File: src/flash_sec_pkg.sv
// Shared constants and types for the flash backdoor unsecure logic.
package flash_sec_pkg;

  // Register port widths and key count.
  localparam int DW = 16;
  localparam int AW = 4;
  localparam int NUM_KEYS = 4;

  // Register offsets.
  localparam logic [AW-1:0] OFS_CTRL = 4'h0;
  localparam logic [AW-1:0] OFS_KEY0 = 4'h1;
  localparam logic [AW-1:0] OFS_KEY1 = 4'h2;
  localparam logic [AW-1:0] OFS_KEY2 = 4'h3;
  localparam logic [AW-1:0] OFS_KEY3 = 4'h4;
  localparam logic [AW-1:0] OFS_STAT = 4'h5;
  localparam logic [AW-1:0] OFS_CLKDIV = 4'h6;
  localparam logic [AW-1:0] OFS_PROT = 4'h7;
  localparam logic [AW-1:0] OFS_INT_STAT = 4'h8;
  localparam logic [AW-1:0] OFS_INT_MASK = 4'h9;

  // Field positions.
  localparam int CTRL_START_BIT = 0;
  localparam int ST_SEC_LSB = 0;
  localparam int ST_KEYEN_LSB = 2;
  localparam int ST_COMMAND_COMPLETE_FLAG_BIT = 4;
  localparam int ST_LOCK_BIT = 5;
  localparam int ST_BUSY_BIT = 6;
  localparam int ST_ACCERR_BIT = 7;
  localparam int SECB_SEC_LSB = 0;
  localparam int SECB_KEYEN_LSB = 6;

  // Interrupt status bits.
  localparam int INT_W = 4;
  localparam int INT_PASS = 0;
  localparam int INT_FAIL = 1;
  localparam int INT_ACCERR = 2;
  localparam int INT_ERASE_UNSEC = 3;

  // Encodings and reset values.
  localparam logic [1:0] SEC_UNSECURE = 2'h2;
  localparam logic [1:0] SEC_RST = 2'h3;
  localparam logic [1:0] KEYEN_ENABLED = 2'h2;
  localparam logic [1:0] KEYEN_RST = 2'h0;
  localparam logic [DW-1:0] KEY_ALL_ZERO = 16'h0000;
  localparam logic [DW-1:0] KEY_ALL_ONE = 16'hFFFF;
  localparam logic [7:0] CLKDIV_RST = 8'h00;
  localparam logic [7:0] PROT_RST = 8'hFF;
  localparam logic [INT_W-1:0] INT_MASK_RST = 4'h0;

  // Flash reset sequence length and last key index.
  localparam int CLK_PERIOD_PS = 25000;
  localparam int RST_SEQ_NS = 1000;
  localparam int RST_SEQ_CYC = (RST_SEQ_NS * 1000 + CLK_PERIOD_PS - 1) / CLK_PERIOD_PS;
  localparam logic [5:0] RST_SEQ_LAST = 6'(RST_SEQ_CYC - 1);
  localparam logic [1:0] KEY_IDX_LAST = 2'(NUM_KEYS - 1);

  typedef enum logic [1:0] {
    ST_RSEQ = 2'b10,
    ST_IDLE = 2'b00,
    ST_CMP = 2'b01,
    ST_DONE = 2'b11
  } vstate_e;

endpackage

File: src/key_word_check.sv
// One backdoor key word comparison.
`timescale 1ns/1ps
`default_nettype none
module key_word_check
  import flash_sec_pkg::*;
(
  // Presented and stored words.
  input wire logic [DW-1:0] presented,
  input wire logic [DW-1:0] stored,
  // Result.
  output logic ok
);

  // An erased or blank stored word can never open the part.
  assign ok = (presented == stored) && (stored != KEY_ALL_ZERO) && (stored != KEY_ALL_ONE);

endmodule
`default_nettype wire

File: src/flash_backdoor_unsecure_logic.sv
// Backdoor key verification and security state control for the flash module.
//
// Our own choices: the register offsets and the plain strobed port.
`timescale 1ns/1ps
`default_nettype none
module flash_backdoor_unsecure_logic
  import flash_sec_pkg::*;
(
  // Clock and reset.
  input wire logic CLK,
  input wire logic RST,
  // Register port.
  input wire logic [AW-1:0] ADDR,
  input wire logic [DW-1:0] WDATA,
  input wire logic WR,
  input wire logic RD,
  output logic [DW-1:0] RDATA,
  // Flash configuration field contents.
  input wire logic [DW-1:0] STORED_KEY0,
  input wire logic [DW-1:0] STORED_KEY1,
  input wire logic [DW-1:0] STORED_KEY2,
  input wire logic [DW-1:0] STORED_KEY3,
  input wire logic [7:0] SEC_BYTE,
  // Mass erase status.
  input wire logic SPECIAL_MODE,
  input wire logic PROG_ARRAY_ERASED,
  input wire logic DATA_ARRAY_ERASED,
  // Security and flash control outputs.
  output logic [1:0] SEC_STATE,
  output logic CMD_COMPLETE,
  output logic BLOCK0_READ_INHIBIT,
  output logic KEY_PROG_ALLOW,
  output logic SEC_SECTOR_ERASE_ALLOW,
  output logic [7:0] CLKDIV,
  output logic [7:0] PROT,
  // Interrupt.
  output logic IRQ
);

  typedef struct packed {
    vstate_e st;
    logic [5:0] cnt;
    logic [1:0] idx;
    logic all_ok;
    logic [1:0] sec;
    logic [1:0] keyen;
    logic lock;
    logic accerr;
    logic [NUM_KEYS-1:0][DW-1:0] key;
    logic [7:0] clkdiv;
    logic [7:0] prot;
    logic [INT_W-1:0] ists;
    logic [INT_W-1:0] imask;
    logic [DW-1:0] rdata;
    logic irq;
    logic unsec;
    logic command_complete_flag;
    logic b0_inh;
  } state_s;

  state_s r;
  state_s n;

  logic [NUM_KEYS-1:0][DW-1:0] stored;
  logic [NUM_KEYS-1:0] word_ok;
  logic [INT_W-1:0] ev;
  logic start;
  logic full_erase;

  // The stored keys are only ever read here, never driven back to the array.
  assign stored[0] = STORED_KEY0;
  assign stored[1] = STORED_KEY1;
  assign stored[2] = STORED_KEY2;
  assign stored[3] = STORED_KEY3;

  for (genvar i = 0; i < NUM_KEYS; i++) begin : g_key
    key_word_check u_chk (
      .presented(r.key[i]),
      .stored(stored[i]),
      .ok(word_ok[i])
    );
  end

  assign start = WR && (ADDR == OFS_CTRL) && WDATA[CTRL_START_BIT];
  assign full_erase = SPECIAL_MODE && PROG_ARRAY_ERASED && DATA_ARRAY_ERASED;

  always_comb begin
    n = r;
    ev = '0;
    n.rdata = '0;

    // Read path; data stands in the cycle after the strobe.
    if (RD) begin
      case (ADDR)
        OFS_KEY0: n.rdata = r.key[0];
        OFS_KEY1: n.rdata = r.key[1];
        OFS_KEY2: n.rdata = r.key[2];
        OFS_KEY3: n.rdata = r.key[3];
        OFS_STAT: begin
          n.rdata[ST_SEC_LSB +: 2] = r.sec;
          n.rdata[ST_KEYEN_LSB +: 2] = r.keyen;
          n.rdata[ST_COMMAND_COMPLETE_FLAG_BIT] = r.command_complete_flag;
          n.rdata[ST_LOCK_BIT] = r.lock;
          n.rdata[ST_BUSY_BIT] = r.b0_inh;
          n.rdata[ST_ACCERR_BIT] = r.accerr;
        end
        OFS_CLKDIV: n.rdata[7:0] = r.clkdiv;
        OFS_PROT: n.rdata[7:0] = r.prot;
        OFS_INT_STAT: begin
          n.rdata[INT_W-1:0] = r.ists;
          n.ists = '0;
        end
        OFS_INT_MASK: n.rdata[INT_W-1:0] = r.imask;
        default: n.rdata = '0;
      endcase
    end

    // Write path. Presented keys only change while no command runs.
    if (WR) begin
      case (ADDR)
        OFS_KEY0: if (r.command_complete_flag) n.key[0] = WDATA;
        OFS_KEY1: if (r.command_complete_flag) n.key[1] = WDATA;
        OFS_KEY2: if (r.command_complete_flag) n.key[2] = WDATA;
        OFS_KEY3: if (r.command_complete_flag) n.key[3] = WDATA;
        OFS_STAT: if (WDATA[ST_ACCERR_BIT]) n.accerr = 1'b0;
        OFS_CLKDIV: begin
          // A running command would see its timing base change under it, so such
          // writes are dropped; the reset sequence itself is the one exception.
          if (r.command_complete_flag || (r.st == ST_RSEQ)) begin
            n.clkdiv = WDATA[7:0];
          end
        end
        OFS_PROT: if (r.command_complete_flag) n.prot = WDATA[7:0];
        OFS_INT_MASK: n.imask = WDATA[INT_W-1:0];
        default: n.imask = n.imask;
      endcase
    end

    case (r.st)
      ST_RSEQ: begin
        n.cnt = 6'(r.cnt + 6'h01);
        if (r.cnt == RST_SEQ_LAST) begin
          // Security comes only from the stored byte; earlier unlocks are gone.
          n.sec = SEC_BYTE[SECB_SEC_LSB +: 2];
          n.keyen = SEC_BYTE[SECB_KEYEN_LSB +: 2];
          n.st = ST_IDLE;
        end
      end
      ST_IDLE: begin
        if (start) begin
          if (r.lock || (r.keyen != KEYEN_ENABLED)) begin
            n.accerr = 1'b1;
            ev[INT_ACCERR] = 1'b1;
          end else begin
            n.st = ST_CMP;
            n.idx = 2'h0;
            n.all_ok = 1'b1;
          end
        end
      end
      ST_CMP: begin
        // One word per cycle; all four comparators run, and word_ok[r.idx] picks the one used.
        n.all_ok = r.all_ok && word_ok[r.idx];
        n.idx = 2'(r.idx + 2'h1);
        if (r.idx == KEY_IDX_LAST) begin
          n.st = ST_DONE;
        end
      end
      ST_DONE: begin
        n.st = ST_IDLE;
        if (r.all_ok) begin
          // Only the volatile state moves; stored byte and protection stay as is.
          n.sec = SEC_UNSECURE;
          ev[INT_PASS] = 1'b1;
        end else begin
          // No write clears this; only the asynchronous reset does.
          n.lock = 1'b1;
          ev[INT_FAIL] = 1'b1;
        end
      end
      default: n.st = ST_IDLE;
    endcase

    if ((r.st != ST_RSEQ) && full_erase && (n.sec != SEC_UNSECURE)) begin
      n.sec = SEC_UNSECURE;
      ev[INT_ERASE_UNSEC] = 1'b1;
    end

    // A new event in the clearing cycle still lands.
    n.ists = n.ists | ev;
    n.irq = |(n.ists & n.imask);
    n.unsec = (n.sec == SEC_UNSECURE);
    n.command_complete_flag = (n.st == ST_IDLE);
    n.b0_inh = (n.st == ST_CMP) || (n.st == ST_DONE);
  end

  always_ff @(posedge CLK or posedge RST) begin
    if (RST) begin
      r <= '0;
      r.st <= ST_RSEQ;
      r.sec <= SEC_RST;
      r.keyen <= KEYEN_RST;
      r.clkdiv <= CLKDIV_RST;
      r.prot <= PROT_RST;
      r.imask <= INT_MASK_RST;
    end else begin
      r <= n;
    end
  end

  assign RDATA = r.rdata;
  assign SEC_STATE = r.sec;
  assign CMD_COMPLETE = r.command_complete_flag;
  assign BLOCK0_READ_INHIBIT = r.b0_inh;
  assign KEY_PROG_ALLOW = r.unsec;
  assign SEC_SECTOR_ERASE_ALLOW = r.unsec;
  assign CLKDIV = r.clkdiv;
  assign PROT = r.prot;
  assign IRQ = r.irq;
endmodule
`default_nettype wire

File: config.mk
export PLATFORM = sky130hd
export DESIGN_NAME = flash_backdoor_unsecure_logic
export DESIGN_NICKNAME = d
export VERILOG_FILES = /design/src/flash_sec_pkg.sv /design/src/key_word_check.sv /design/src/flash_backdoor_unsecure_logic.sv
export SDC_FILE = /design/constraint.sdc
export NUM_CORES = 1
export LEC_CHECK = 0
export BUFFER_PORTS_ARGS = -buffer_cell sky130_fd_sc_hd__buf_4
export CAP_MARGIN = 20
export CORE_MARGIN = 2
export CORE_UTILIZATION = 45
export CTS_BUF_LIST = sky130_fd_sc_hd__clkbuf_8
export DETAILED_ROUTE_END_ITERATION = 6
export PLACE_DENSITY_LB_ADDON = 0.2
export RECOVER_POWER = 50
export SETUP_SLACK_MARGIN = 0.3
export SLEW_MARGIN = 0
export SYNTH_ARGS = -nofsm -noshare
export SYNTH_HDL_FRONTEND = slang
export SYNTH_HIERARCHICAL = 1
export SYNTH_SLANG_ARGS = --single-unit
export TNS_END_PERCENT = 20
File: constraint.sdc
create_clock -name CLK -period 4.02 [get_ports CLK]
set_input_delay 0.201 -clock CLK [delete_from_list [all_inputs] [get_ports CLK]]
set_output_delay 0.201 -clock CLK [all_outputs]
set_load 0.02 [all_outputs]
==> results of run 1 <==
## through the flow
stage | util | total power [µW]
floorplan | - | 2210
global placement | 0.524 | 2490
detailed placement | 0.524 | 2510
CTS | 0.559 | 3820
global route | 0.550 | 3940
finish | 0.550 | 3780
## metal layers
| layer | vias up | wire [µm] | part of all wire | track usage |
|---|---|---|---|---|
| li1 | 2391 | - | - | - |
| met1 | 2639 | 8720 | 0.45 | 0.359 |
| met2 | 225 | 8890 | 0.46 | 0.381 |
| met3 | 37 | 1340 | 0.069 | 0.0485 |
| met4 | 0 | 424 | 0.022 | 0.0834 |
| met5 | - | 0 | 0 | 0 |
## cell usage after synthesis, types with 11 or more instances
library cell / n / area share
clkbuf_1: 12 / 0.0066
nand3_1: 12 / 0.0089
mux2_2: 85 / 0.14
nand4_1: 34 / 0.031
nor4_1: 25 / 0.023
dfrtp_1: 113 / 0.42
xnor2_1: 36 / 0.046
dfstp_2: 11 / 0.043
nand2_1: 16 / 0.0089
a21oi_1: 13 / 0.0096
a22oi_1: 18 / 0.020
xor2_1: 34 / 0.044
buf_4: 38 / 0.042
## power by group through the flow
stage	combinational (µW)	clock, µW	sequential (µW)
after floorplan	567	0	1640
after global placement	763	0	1720
after detailed placement	780	0	1730
after CTS	787	1320	1710
after global routing	829	1380	1730
final	760	1310	1710
## registers in the layout, summed over array words and instances, names as in the netlist
signal	cells
r	87
RDATA	16
CLKDIV	8
PROT	8
SEC_STATE	2
CMD_COMPLETE	1
IRQ	1
KEY_PROG_ALLOW	1
## logic make-up (layout without fill, tap and decap cells)
family / Yosys count / count (layout) / synth area share
and+or+nand+nor: 152 / 152 / 0.139
DFF: 124 / 124 / 0.460
muxes: 94 / 94 / 0.158
AOI/OAI and AO/OA: 82 / 82 / 0.0871
xor gates and xnor gates: 70 / 70 / 0.0904
buffers and inverters: 70 / 183 / 0.0625
adders and majority gates: 2 / 2 / 0.00369
## area by class of cell
| type | count | area [µm²] |
|---|---|---|
| clock inverters | 13 | 213 |
| clock buffers | 19 | 262 |
| inverters | 9 | 33.8 |
| flip-flops and latches | 124 | 3120 |
| fillers | 1300 | 6600 |
| multi-input cells | 400 | 3220 |
| well taps | 184 | 230 |
| repair buffers | 142 | 972 |
## placed cells by master, fill, tap and decap left out, drive strengths merged, types with 4 or more instances in the layout
cell type | synthesis | layout
nor3 | 9 | 9
clkbuf | 12 | 51
a22oi | 18 | 18
a31oi | 7 | 7
nand2 | 16 | 16
buf | 49 | 106
inv | 9 | 11
dfrtp | 113 | 113
bufinv | 0 | 5
dlygate4sd3 | 0 | 4
mux2i | 7 | 7
or2 | 9 | 9
xor2 | 34 | 34
a222oi | 6 | 6
mux2 | 85 | 85
nand3 | 12 | 12
or4 | 6 | 6
a22o | 5 | 5
o21ai | 10 | 10
and3 | 7 | 7
nand2b | 5 | 5
a21boi | 4 | 4
xnor2 | 36 | 36
nor4 | 25 | 25
nand4 | 34 | 34
nor2 | 6 | 6
and4 | 4 | 4
dfstp | 11 | 11
nor2b | 6 | 6
a21oi | 13 | 13
## final timing paths
kind	start	to	slack [ns]	depth (start not counted)
hold / removal	WDATA[14]	r[106]	0.02	2
setup reg to reg	r[124]	CLKDIV[2]	1.78	3
min in group asynchronous	RST	r[71]	1.20	3
hold reg to reg	r[117]	r[117]	0.49	1
setup / recovery	ADDR[1]	r[72]	1.08	6
max in group asynchronous	RST	r[54]	1.34	3
## what timing repair did
item	4_1_cts	5_1_grt
endpoints found under the hold margin	59	0
endpoints found under the setup margin	0	0
hold buffers	4	0
resized for setup	0	0
==> out/qor.yml, run 1 <==
run_status:
  status: "complete, but fails checks"
  violations: "max-capacitance violations, max-slew violations"
logic_synthesis:
  ys_ff_latch: 124
  ys.flop_type: "dfrtp_1"
  syn_nets: 695
  yosys_warnings: 6
  synth.distinct_cells: 57
  synth-seq-area-share: 0.460
  syn_area_per_cell_um2: 11.4
  synth_edf_count: 0
  syn_area_mm2: 0.00678
  synthArstFlopShare: 1.00
  syn_inst: 594
pwr:
  power_density_mw_per_mm2: 470
  combPwrFrac: 0.201
  ir_worst_vdd_uv: 306
  seq_power_share: 0.451
  p_sw_uw: 1130
  power_frac_clock: 0.347
  leakagePower_uw: 0.00339
  p_int_uw: 2650
  swShare: 0.300
timing:
  finalSetupViolations: 0
  setup_ws_ns: 1.08
  max_slew_margin: -0.709
  clock_skew_ns: 0.0147
  fin_crit_ns: 2.94
  max_freq_ghz: 0.340
  setup_tns_ns: 0
  rsz0062_at_grt: "false"
  slew_viol_final: 64
  finalHoldViolCount: 0
  tightest_slew_ns: 2.56
  whs_ns: 0.0196
  period_share: 0.732
place:
  dpl.cell_count: 855
  dpl-instance-area_mm2: 0.00767
  gp_congestion: 0.951
  dp_hpwl_um: 14400
  place_ws_ns: 1.57
  port_buffers: 133
flow_run:
  drv_cap: 1
floorplan:
  die_area_mm2: 0.0161
  fp.dieW_um: 127
  ioPinCount: 138
  fp.coreArea_mm2: 0.0146
  num_rows: 44
  initial_core_util: 0.463
  die_y_um: 127
worst_setup_path:
  critical_path.max_stage_delay_ns: 0.90
  crit_top_cell: "clkbuf_1"
  cp_cell_sequence: "clkbuf_1, nand2b_1, nor3_1, clkbuf_1, and3_1, mux2_2"
  crit_buf_inv: 2
  slowest_stage: "clkbuf_1"
  crit_required_ns: 4.35
  end_kind: "flop"
  crit_type: "input port to flop"
  cp_max_fo: 28
  startpoint_type: "input port"
  critical_path.top_delay_family: "buffers and inverters"
  arrival_ns: 3.28
route:
  drt-initial-drc-count: 439
  drc_errors: 0
  routedWlPerCell_um: 21.7
  wl_um: 19400
  ant_nets: 0
  vias: 5292
  drt_pass1_iterations: 7
  post_drt_via_cell_ratio: 5.94
clock_tree:
  cts_buffers: 17
  cts_sinks: 124
  h-tree-depth: 4
  clkTransAtPathRegs_ns: 0.08
  clock_latency_ns: 0.46
  post_cts_buffers: 0
  tritoncts: "done"
  cts_buffer_depth: 2
  cts_root_buffer: "clkbuf_8"
global_routing:
  grtUsageTotal: 0.250
  grt_pass1_vias: 5395
  grt_pass1_wl_um: 30300
  antenna_found_initial: 0
  grt_max_degree: 65
  overflow: 0
final_layout:
  stdcell_area_mm2: 0.00805
  nets: 795
  drive_gt1_frac: 0.341
  antenna_cells: 0
  syn_to_final_growth_pct: 18.7
  instances_no_fill: 891
min_path:
  hold_class: "input port to flop"
(Power assumes the default switching activity.)
==> run 2, diff against run 1 <==
==> constraint.sdc (replaced) <==
create_clock -name CLK -period 2.7 [get_ports CLK]
set_input_delay 0.135 -clock CLK [delete_from_list [all_inputs] [get_ports CLK]]
set_output_delay 0.135 -clock CLK [all_outputs]
set_load 0.02 [all_outputs]
==> run 2 against run 1 <==
Against the previous run: the flow still finishes with violations (max-capacitance violations, max-slew violations); core utilization up 0.85 points; worst hold slack improved by 0.013 ns; wire length hardly changed; critical path type is now flop to flop; largest power group unchanged.
==> out/qor.yml, run 2 (synthesis results as in run 1) <==
final_layout:
  syn_to_final_growth_pct: 20.5
  regMostFlops: "r"
  drive_gt1_frac: 0.358  # +0.0172
  layout_common_cells: "113 x dfrtp_1, 112 x buf_4, 85 x mux2_2"
  mostFrequentLayoutCell: "dfrtp_1"
  nets: 815  # +2.5%
  stdcell_area_mm2: 0.00817  # +1.6%
  antenna_cells: 0  # unchanged
  largest_register_ffs: 87  # unchanged
floorplan:
  initial_core_util: 0.463  # unchanged
  num_rows: 44  # unchanged
  die_y_um: 127  # unchanged
  fp.dieW_um: 127  # unchanged
  ioPinCount: 138  # unchanged
  die_area_mm2: 0.0161  # unchanged
  fp.coreArea_mm2: 0.0146  # unchanged
worst_setup_path:
  r2r_cells: 4  # +1
  r2r_end: "CLKDIV[4]"
  crit_required_ns: 3.04  # -1.31 ns
  end_kind: "flop"
  crit_type: "flop to flop"
  r2r-start: "r[124]"
  startpoint_type: "flop"
  cp_max_fo: 11  # -61%
  rrSetupSlack_ns: 0.59  # -1.19 ns
  arrival_ns: 2.45  # -0.83 ns
pwr:
  ir_worst_vdd_uv: 380  # +24%
  power_density_mw_per_mm2: 645  # +37%
  leakagePower_uw: 0.00348  # +2.5%
route:
  drt_pass1_iterations: 4  # -3
  drc_errors: 0  # unchanged
  vias: 5336  # +0.83%
  post_drt_via_cell_ratio: 5.86  # -1.3%
  wl_um: 19400  # about the same
  routedWlPerCell_um: 21.3  # -2.0%
  drt-initial-drc-count: 499  # +14%
  ant_nets: 0  # unchanged
clock_tree:
  clock_latency_ns: 0.45  # about the same
  cts_sinks: 124  # unchanged
  clkTransAtPathRegs_ns: 0.07  # about the same
  cts_buffers: 17  # unchanged
  h-tree-depth: 4  # unchanged
  tritoncts: "done"
  cts_resized: 0  # unchanged
  cts_root_buffer: "clkbuf_8"
  cts_buffer_depth: 2  # unchanged
timing:
  max_freq_ghz: 0.473
  max_slew_margin: -0.104  # +0.605
  whs_ns: 0.0328  # +0.0132 ns
  fin_crit_ns: 2.11
  tightest_slew_ns: 1.65  # -0.917 ns
  rsz0062_at_grt: "false"
  setup_ws_ns: 0.587  # -0.489 ns
  setup_tns_ns: 0  # unchanged
  clock_skew_ns: 0.00920  # -0.00547 ns
  finalHoldViolCount: 0  # unchanged
  finalSetupViolations: 0  # unchanged
  period_share: 0.783
  slew_viol_final: 33  # -48%
run_status:
  violations: "max-capacitance violations, max-slew violations"
  status: "complete, but fails checks"
place:
  dpl-instance-area_mm2: 0.00773  # +0.77%
  gp_congestion: 0.949  # -0.19%
  port_buffers: 133  # unchanged
  place_ws_ns: 0.686  # -0.887 ns
  dp_hpwl_um: 14500  # +0.63%
global_routing:
  overflow: 0  # unchanged
  antenna_found_initial: 0  # unchanged
  grt_max_degree: 57  # -12%
  grtUsageTotal: 0.249  # -0.000861
  grt_pass1_wl_um: 30100  # -0.73%
  grt_pass1_vias: 5286  # -2.0%
flow_run:
  drv_cap: 1  # unchanged
min_path:
  whs_endpoint: "SEC_STATE[1]"
  hold_depth: 3  # +1
  worstHoldStart: "SEC_BYTE[1]"
  hold_class: "input port to flop"
## run 2: cell count changes in the layout (fill, tap and decap cells not counted), sizes merged
cell / before / now
clkbuf: 51 / 50
clkinv: 3 / 5
buf: 106 / 114
dlygate4sd3: 4 / 18
bufinv: 5 / 2
clkinvlp: 3 / 2
## run 2: worst max-delay path by stage
stage / from / endpoint / slack [ns] / cells after the start
6_report: r[124] / CLKDIV[4] / 0.59 / 4
3_5_place_dp: ADDR[2] / r[105] / 0.69 / 5
3_3_place_gp: r[77] / r[114] / 0.76 / 7
2_1_floorplan: r[117] / SEC_STATE[0] / 0.86 / 6
5_1_grt: r[124] / CLKDIV[4] / 0.46 / 4
4_1_cts: r[93] / r[114] / 0.74 / 7
## run 2: power breakdown
part	switching, µW	total [µW]	internal [µW]
clock network	700	1570	868
registers	350	2550	2200
logic	537	1160	619
## run 2: critical path: stages (launching register included)
cell and delay (ns):
dfstp_2 0.57, nor2b_1 0.13, clkbuf_1 0.41, o2111ai_2 0.46, mux2_2 0.43
## run 2: layout make-up
cell class                 instances  area, µm²
clock buffer                      20        275
clock inverter                    11        104
fill                            1319       6470
inverter                           9       35.0
multi-input combinational        400       3240
sequential                       124       3120
tap                              184        230
timing repair buffer             162       1180
## run 2: timing repair
item,in CTS,in global routing
buffers inserted,0,0
hold endpoints to repair,100,0
hold buffers,18,0
## run 2: metrics by stage
| step | cells | total power (µW) | util |
|---|---|---|---|
| 4_1_cts | 910 | 5340 | 0.566 |
| 3_3_place_gp | 861 | 3710 | 0.528 |
| 3_5_place_dp | 861 | 3750 | 0.528 |
| 5_1_grt | 910 | 5530 | 0.558 |
| 6_report | 910 | 5270 | 0.558 |
| 2_1_floorplan | 594 | 3280 | - |
## run 2: layer usage
metal  GRT usage  part of all wire  routed length, µm
met5           0                 0                  0
met4      0.0737             0.016                305
met1       0.362              0.46               8910
met2       0.382              0.46               9010
met3      0.0460             0.060               1170
==> run 3, diff against run 2 <==
==> constraint.sdc (replaced) <==
create_clock -name CLK -period 1.9 [get_ports CLK]
set_input_delay 0.095 -clock CLK [delete_from_list [all_inputs] [get_ports CLK]]
set_output_delay 0.095 -clock CLK [all_outputs]
set_load 0.02 [all_outputs]
==> run 3 against run 2 <==
Against the previous run: the flow now finishes without violations; worst hold slack about the same; register-to-register slack worse by 0.48 ns; count of clock-buffer cells in the layout down 2.
==> out/qor.yml, run 3 (synthesis results as in run 1) <==
timing:
  whs_ns: 0.0328  # +0.0000358 ns
  finalSetupViolations: 0  # unchanged
  clock_skew_ns: 0.00979  # +0.000594 ns
  period_share: 0.945  # +0.162
  finalHoldViolCount: 0  # unchanged
  fin_crit_ns: 1.79  # -0.318 ns
  tightest_slew_ns: 1.04  # -0.606 ns
  max_freq_ghz: 0.557  # +18%
  slew_viol_final: 0  # -100%
  max_slew_margin: 0.303  # +0.406
  rsz0062_at_grt: "true"
  setup_tns_ns: 0  # unchanged
pwr:
  ir_worst_vdd_uv: 638  # +68%
  power_density_mw_per_mm2: 926  # +44%
  combPwrFrac: 0.229  # +0.010
  swShare: 0.297  # -0.00427
  seq_power_share: 0.444  # -0.039
  power_frac_clock: 0.328  # +0.031
  p_sw_uw: 2420  # +52%
  p_int_uw: 5730  # +55%
  leakagePower_uw: 0.00382  # +9.8%
global_routing:
  grt_max_degree: 52  # -8.8%
  overflow: 0  # unchanged
  grtUsageTotal: 0.263  # +0.0140
  grt_pass1_vias: 5609  # +6.1%
  antenna_found_initial: 0  # unchanged
  grt_pass1_wl_um: 31800  # +5.5%
final_layout:
  layout_common_cells: "169 x buf_4, 113 x dfrtp_1, 84 x mux2_2"
  ff_latch_area_mm2: 0.00312  # unchanged
  multi_input_area_mm2: 0.00331  # +2.4%
  syn_to_final_growth_pct: 29.6
  drive_gt1_frac: 0.429  # +0.0712
  antenna_cells: 0  # unchanged
  regMostFlops: "r"
  n_fill_cell: 1258  # -4.6%
  nets: 866  # +6.3%
  mostFrequentLayoutCell: "buf_4"
  largest_register_ffs: 87  # unchanged
route:
  ant_nets: 0  # unchanged
  wl_um: 20500  # +5.9%
  vias: 5631  # +5.5%
  drt_pass1_iterations: 7  # +3
  drt-initial-drc-count: 458  # -8.2%
  drc_errors: 0  # unchanged
  post_drt_via_cell_ratio: 5.85  # -0.18%
  routedWlPerCell_um: 21.4  # +0.20%
clock_tree:
  clkTransAtPathRegs_ns: 0.08  # about the same
  clock_latency_ns: 0.45  # about the same
  cts_root_buffer: "clkbuf_8"
  cts_buffers: 17  # unchanged
  cts_sinks: 124  # unchanged
  h-tree-depth: 4  # unchanged
  tritoncts: "done"
  cts_buffer_depth: 2  # unchanged
worst_setup_path:
  critical_path.max_stage_delay_ns: 0.40  # -0.17 ns
  startpoint_type: "flop"
  slowest_stage: "dfrtp_1"
  arrival_ns: 2.17  # -0.28 ns
  r2r-start: "r[92]"
  crit_top_cell: "o21ai_1"
  cp_max_fo: 2  # -9
  r2r_end: "r[114]"
  crit_required_ns: 2.28  # -0.76 ns
  critical_path.top_delay_family: "simple AND/OR/NAND/NOR gates"
  rrSetupSlack_ns: 0.11  # -0.48 ns
  end_kind: "flop"
  cp_cell_sequence: "xor2_1, nor4_2, nand4_1, nor3_2, buf_4, mux4_2, o21ai_1, o21ai_1"
  crit_buf_inv: 1  # unchanged
  r2r_cells: 8  # +4
  crit_type: "flop to flop"
min_path:
  worstHoldStart: "WDATA[0]"
  whs_endpoint: "r[76]"
  hold_depth: 2  # -1
  hold_class: "input port to flop"
floorplan:
  num_rows: 44  # unchanged
  fp.coreArea_mm2: 0.0146  # unchanged
  die_area_mm2: 0.0161  # unchanged
  initial_core_util: 0.463  # unchanged
  fp.dieW_um: 127  # unchanged
  ioPinCount: 138  # unchanged
  die_y_um: 127  # unchanged
place:
  dp_hpwl_um: 15300  # +5.0%
  port_buffers: 133  # unchanged
  gp_congestion: 0.948  # -0.18%
flow_run:
  drv_cap: 0  # -1
run_status:
  status: "finished clean"
-- run 3: cell types whose count changed in the layout (fill, tap and decap cells not counted), sizes merged --
cell / previous run / this run
dlygate4sd3: 18 / 21
clkinvlp: 2 / 4
clkbuf: 50 / 36
bufinv: 2 / 5
buf: 114 / 174
clkinv: 5 / 3
-- run 3: worst max-delay path by stage --
| stage | to | cells after the start | startpoint |
|---|---|---|---|
| floorplan | IRQ | 5 | r[123] |
| global placement | r[114] | 9 | STORED_KEY3[1] |
| detailed placement | r[114] | 9 | STORED_KEY3[10] |
| CTS | r[114] | 8 | r[101] |
| global route | r[114] | 8 | r[92] |
| finish | r[114] | 8 | r[92] |
-- run 3: power groups by stage --
stage	Sequential (µW)	Clock, µW	Combinational (µW)
4_1_cts	3610	2690	1850
3_3_place_gp	3650	0	1710
2_1_floorplan	3470	0	1200
3_5_place_dp	3660	0	1750
5_1_grt	3670	2820	2000
6_report	3610	2670	1860
-- run 3: worst register-to-register path: stages, from the launching register on --
cell and delay (ns):
dfrtp_1 0.40, xor2_1 0.16, nor4_2 0.32, nand4_1 0.17, nor3_2 0.16, buf_4 0.14, mux4_2 0.24, o21ai_1 0.06
o21ai_1 0.07
-- run 3: layout make-up --
type | count | area share
multi-input combinational | 400 | 0.377
timing repair buffer | 213 | 0.187
inverter | 9 | 0.00399
tap | 184 | 0.0262
clock buffer | 18 | 0.0282
sequential | 124 | 0.355
clock inverter | 14 | 0.0231
-- run 3: timing repair --
item	in CTS	in global routing
hold buffers	21	0
setup endpoints to repair	15	24
cloned	0	0
setup buffers	11	5
gates resized for setup	10	5
pin swaps	12	9
endpoints found under the hold margin	93	0
-- run 3: layer usage --
metal  share of wire  global-route usage  vias to the layer above
met5               0                   0                        -
met4           0.019              0.0937                        0
met3           0.059              0.0468                       30
met2            0.47               0.413                      221
met1            0.46               0.368                     2839
li1                -                   -                     2541
-- run 3: stage by stage --
step	cell area, µm²	util	setup WS [ns]	power (µW)	instances
after floorplan	6800	-	0.219	4670	594
after global placement	8010	0.547	-0.00932	5360	893
after detailed placement	8010	0.547	-0.0162	5410	893
after CTS	8800	0.601	0.0936	8150	957
after global routing	8790	0.600	0.0514	8500	962
final	8790	0.600	0.105	8140	962
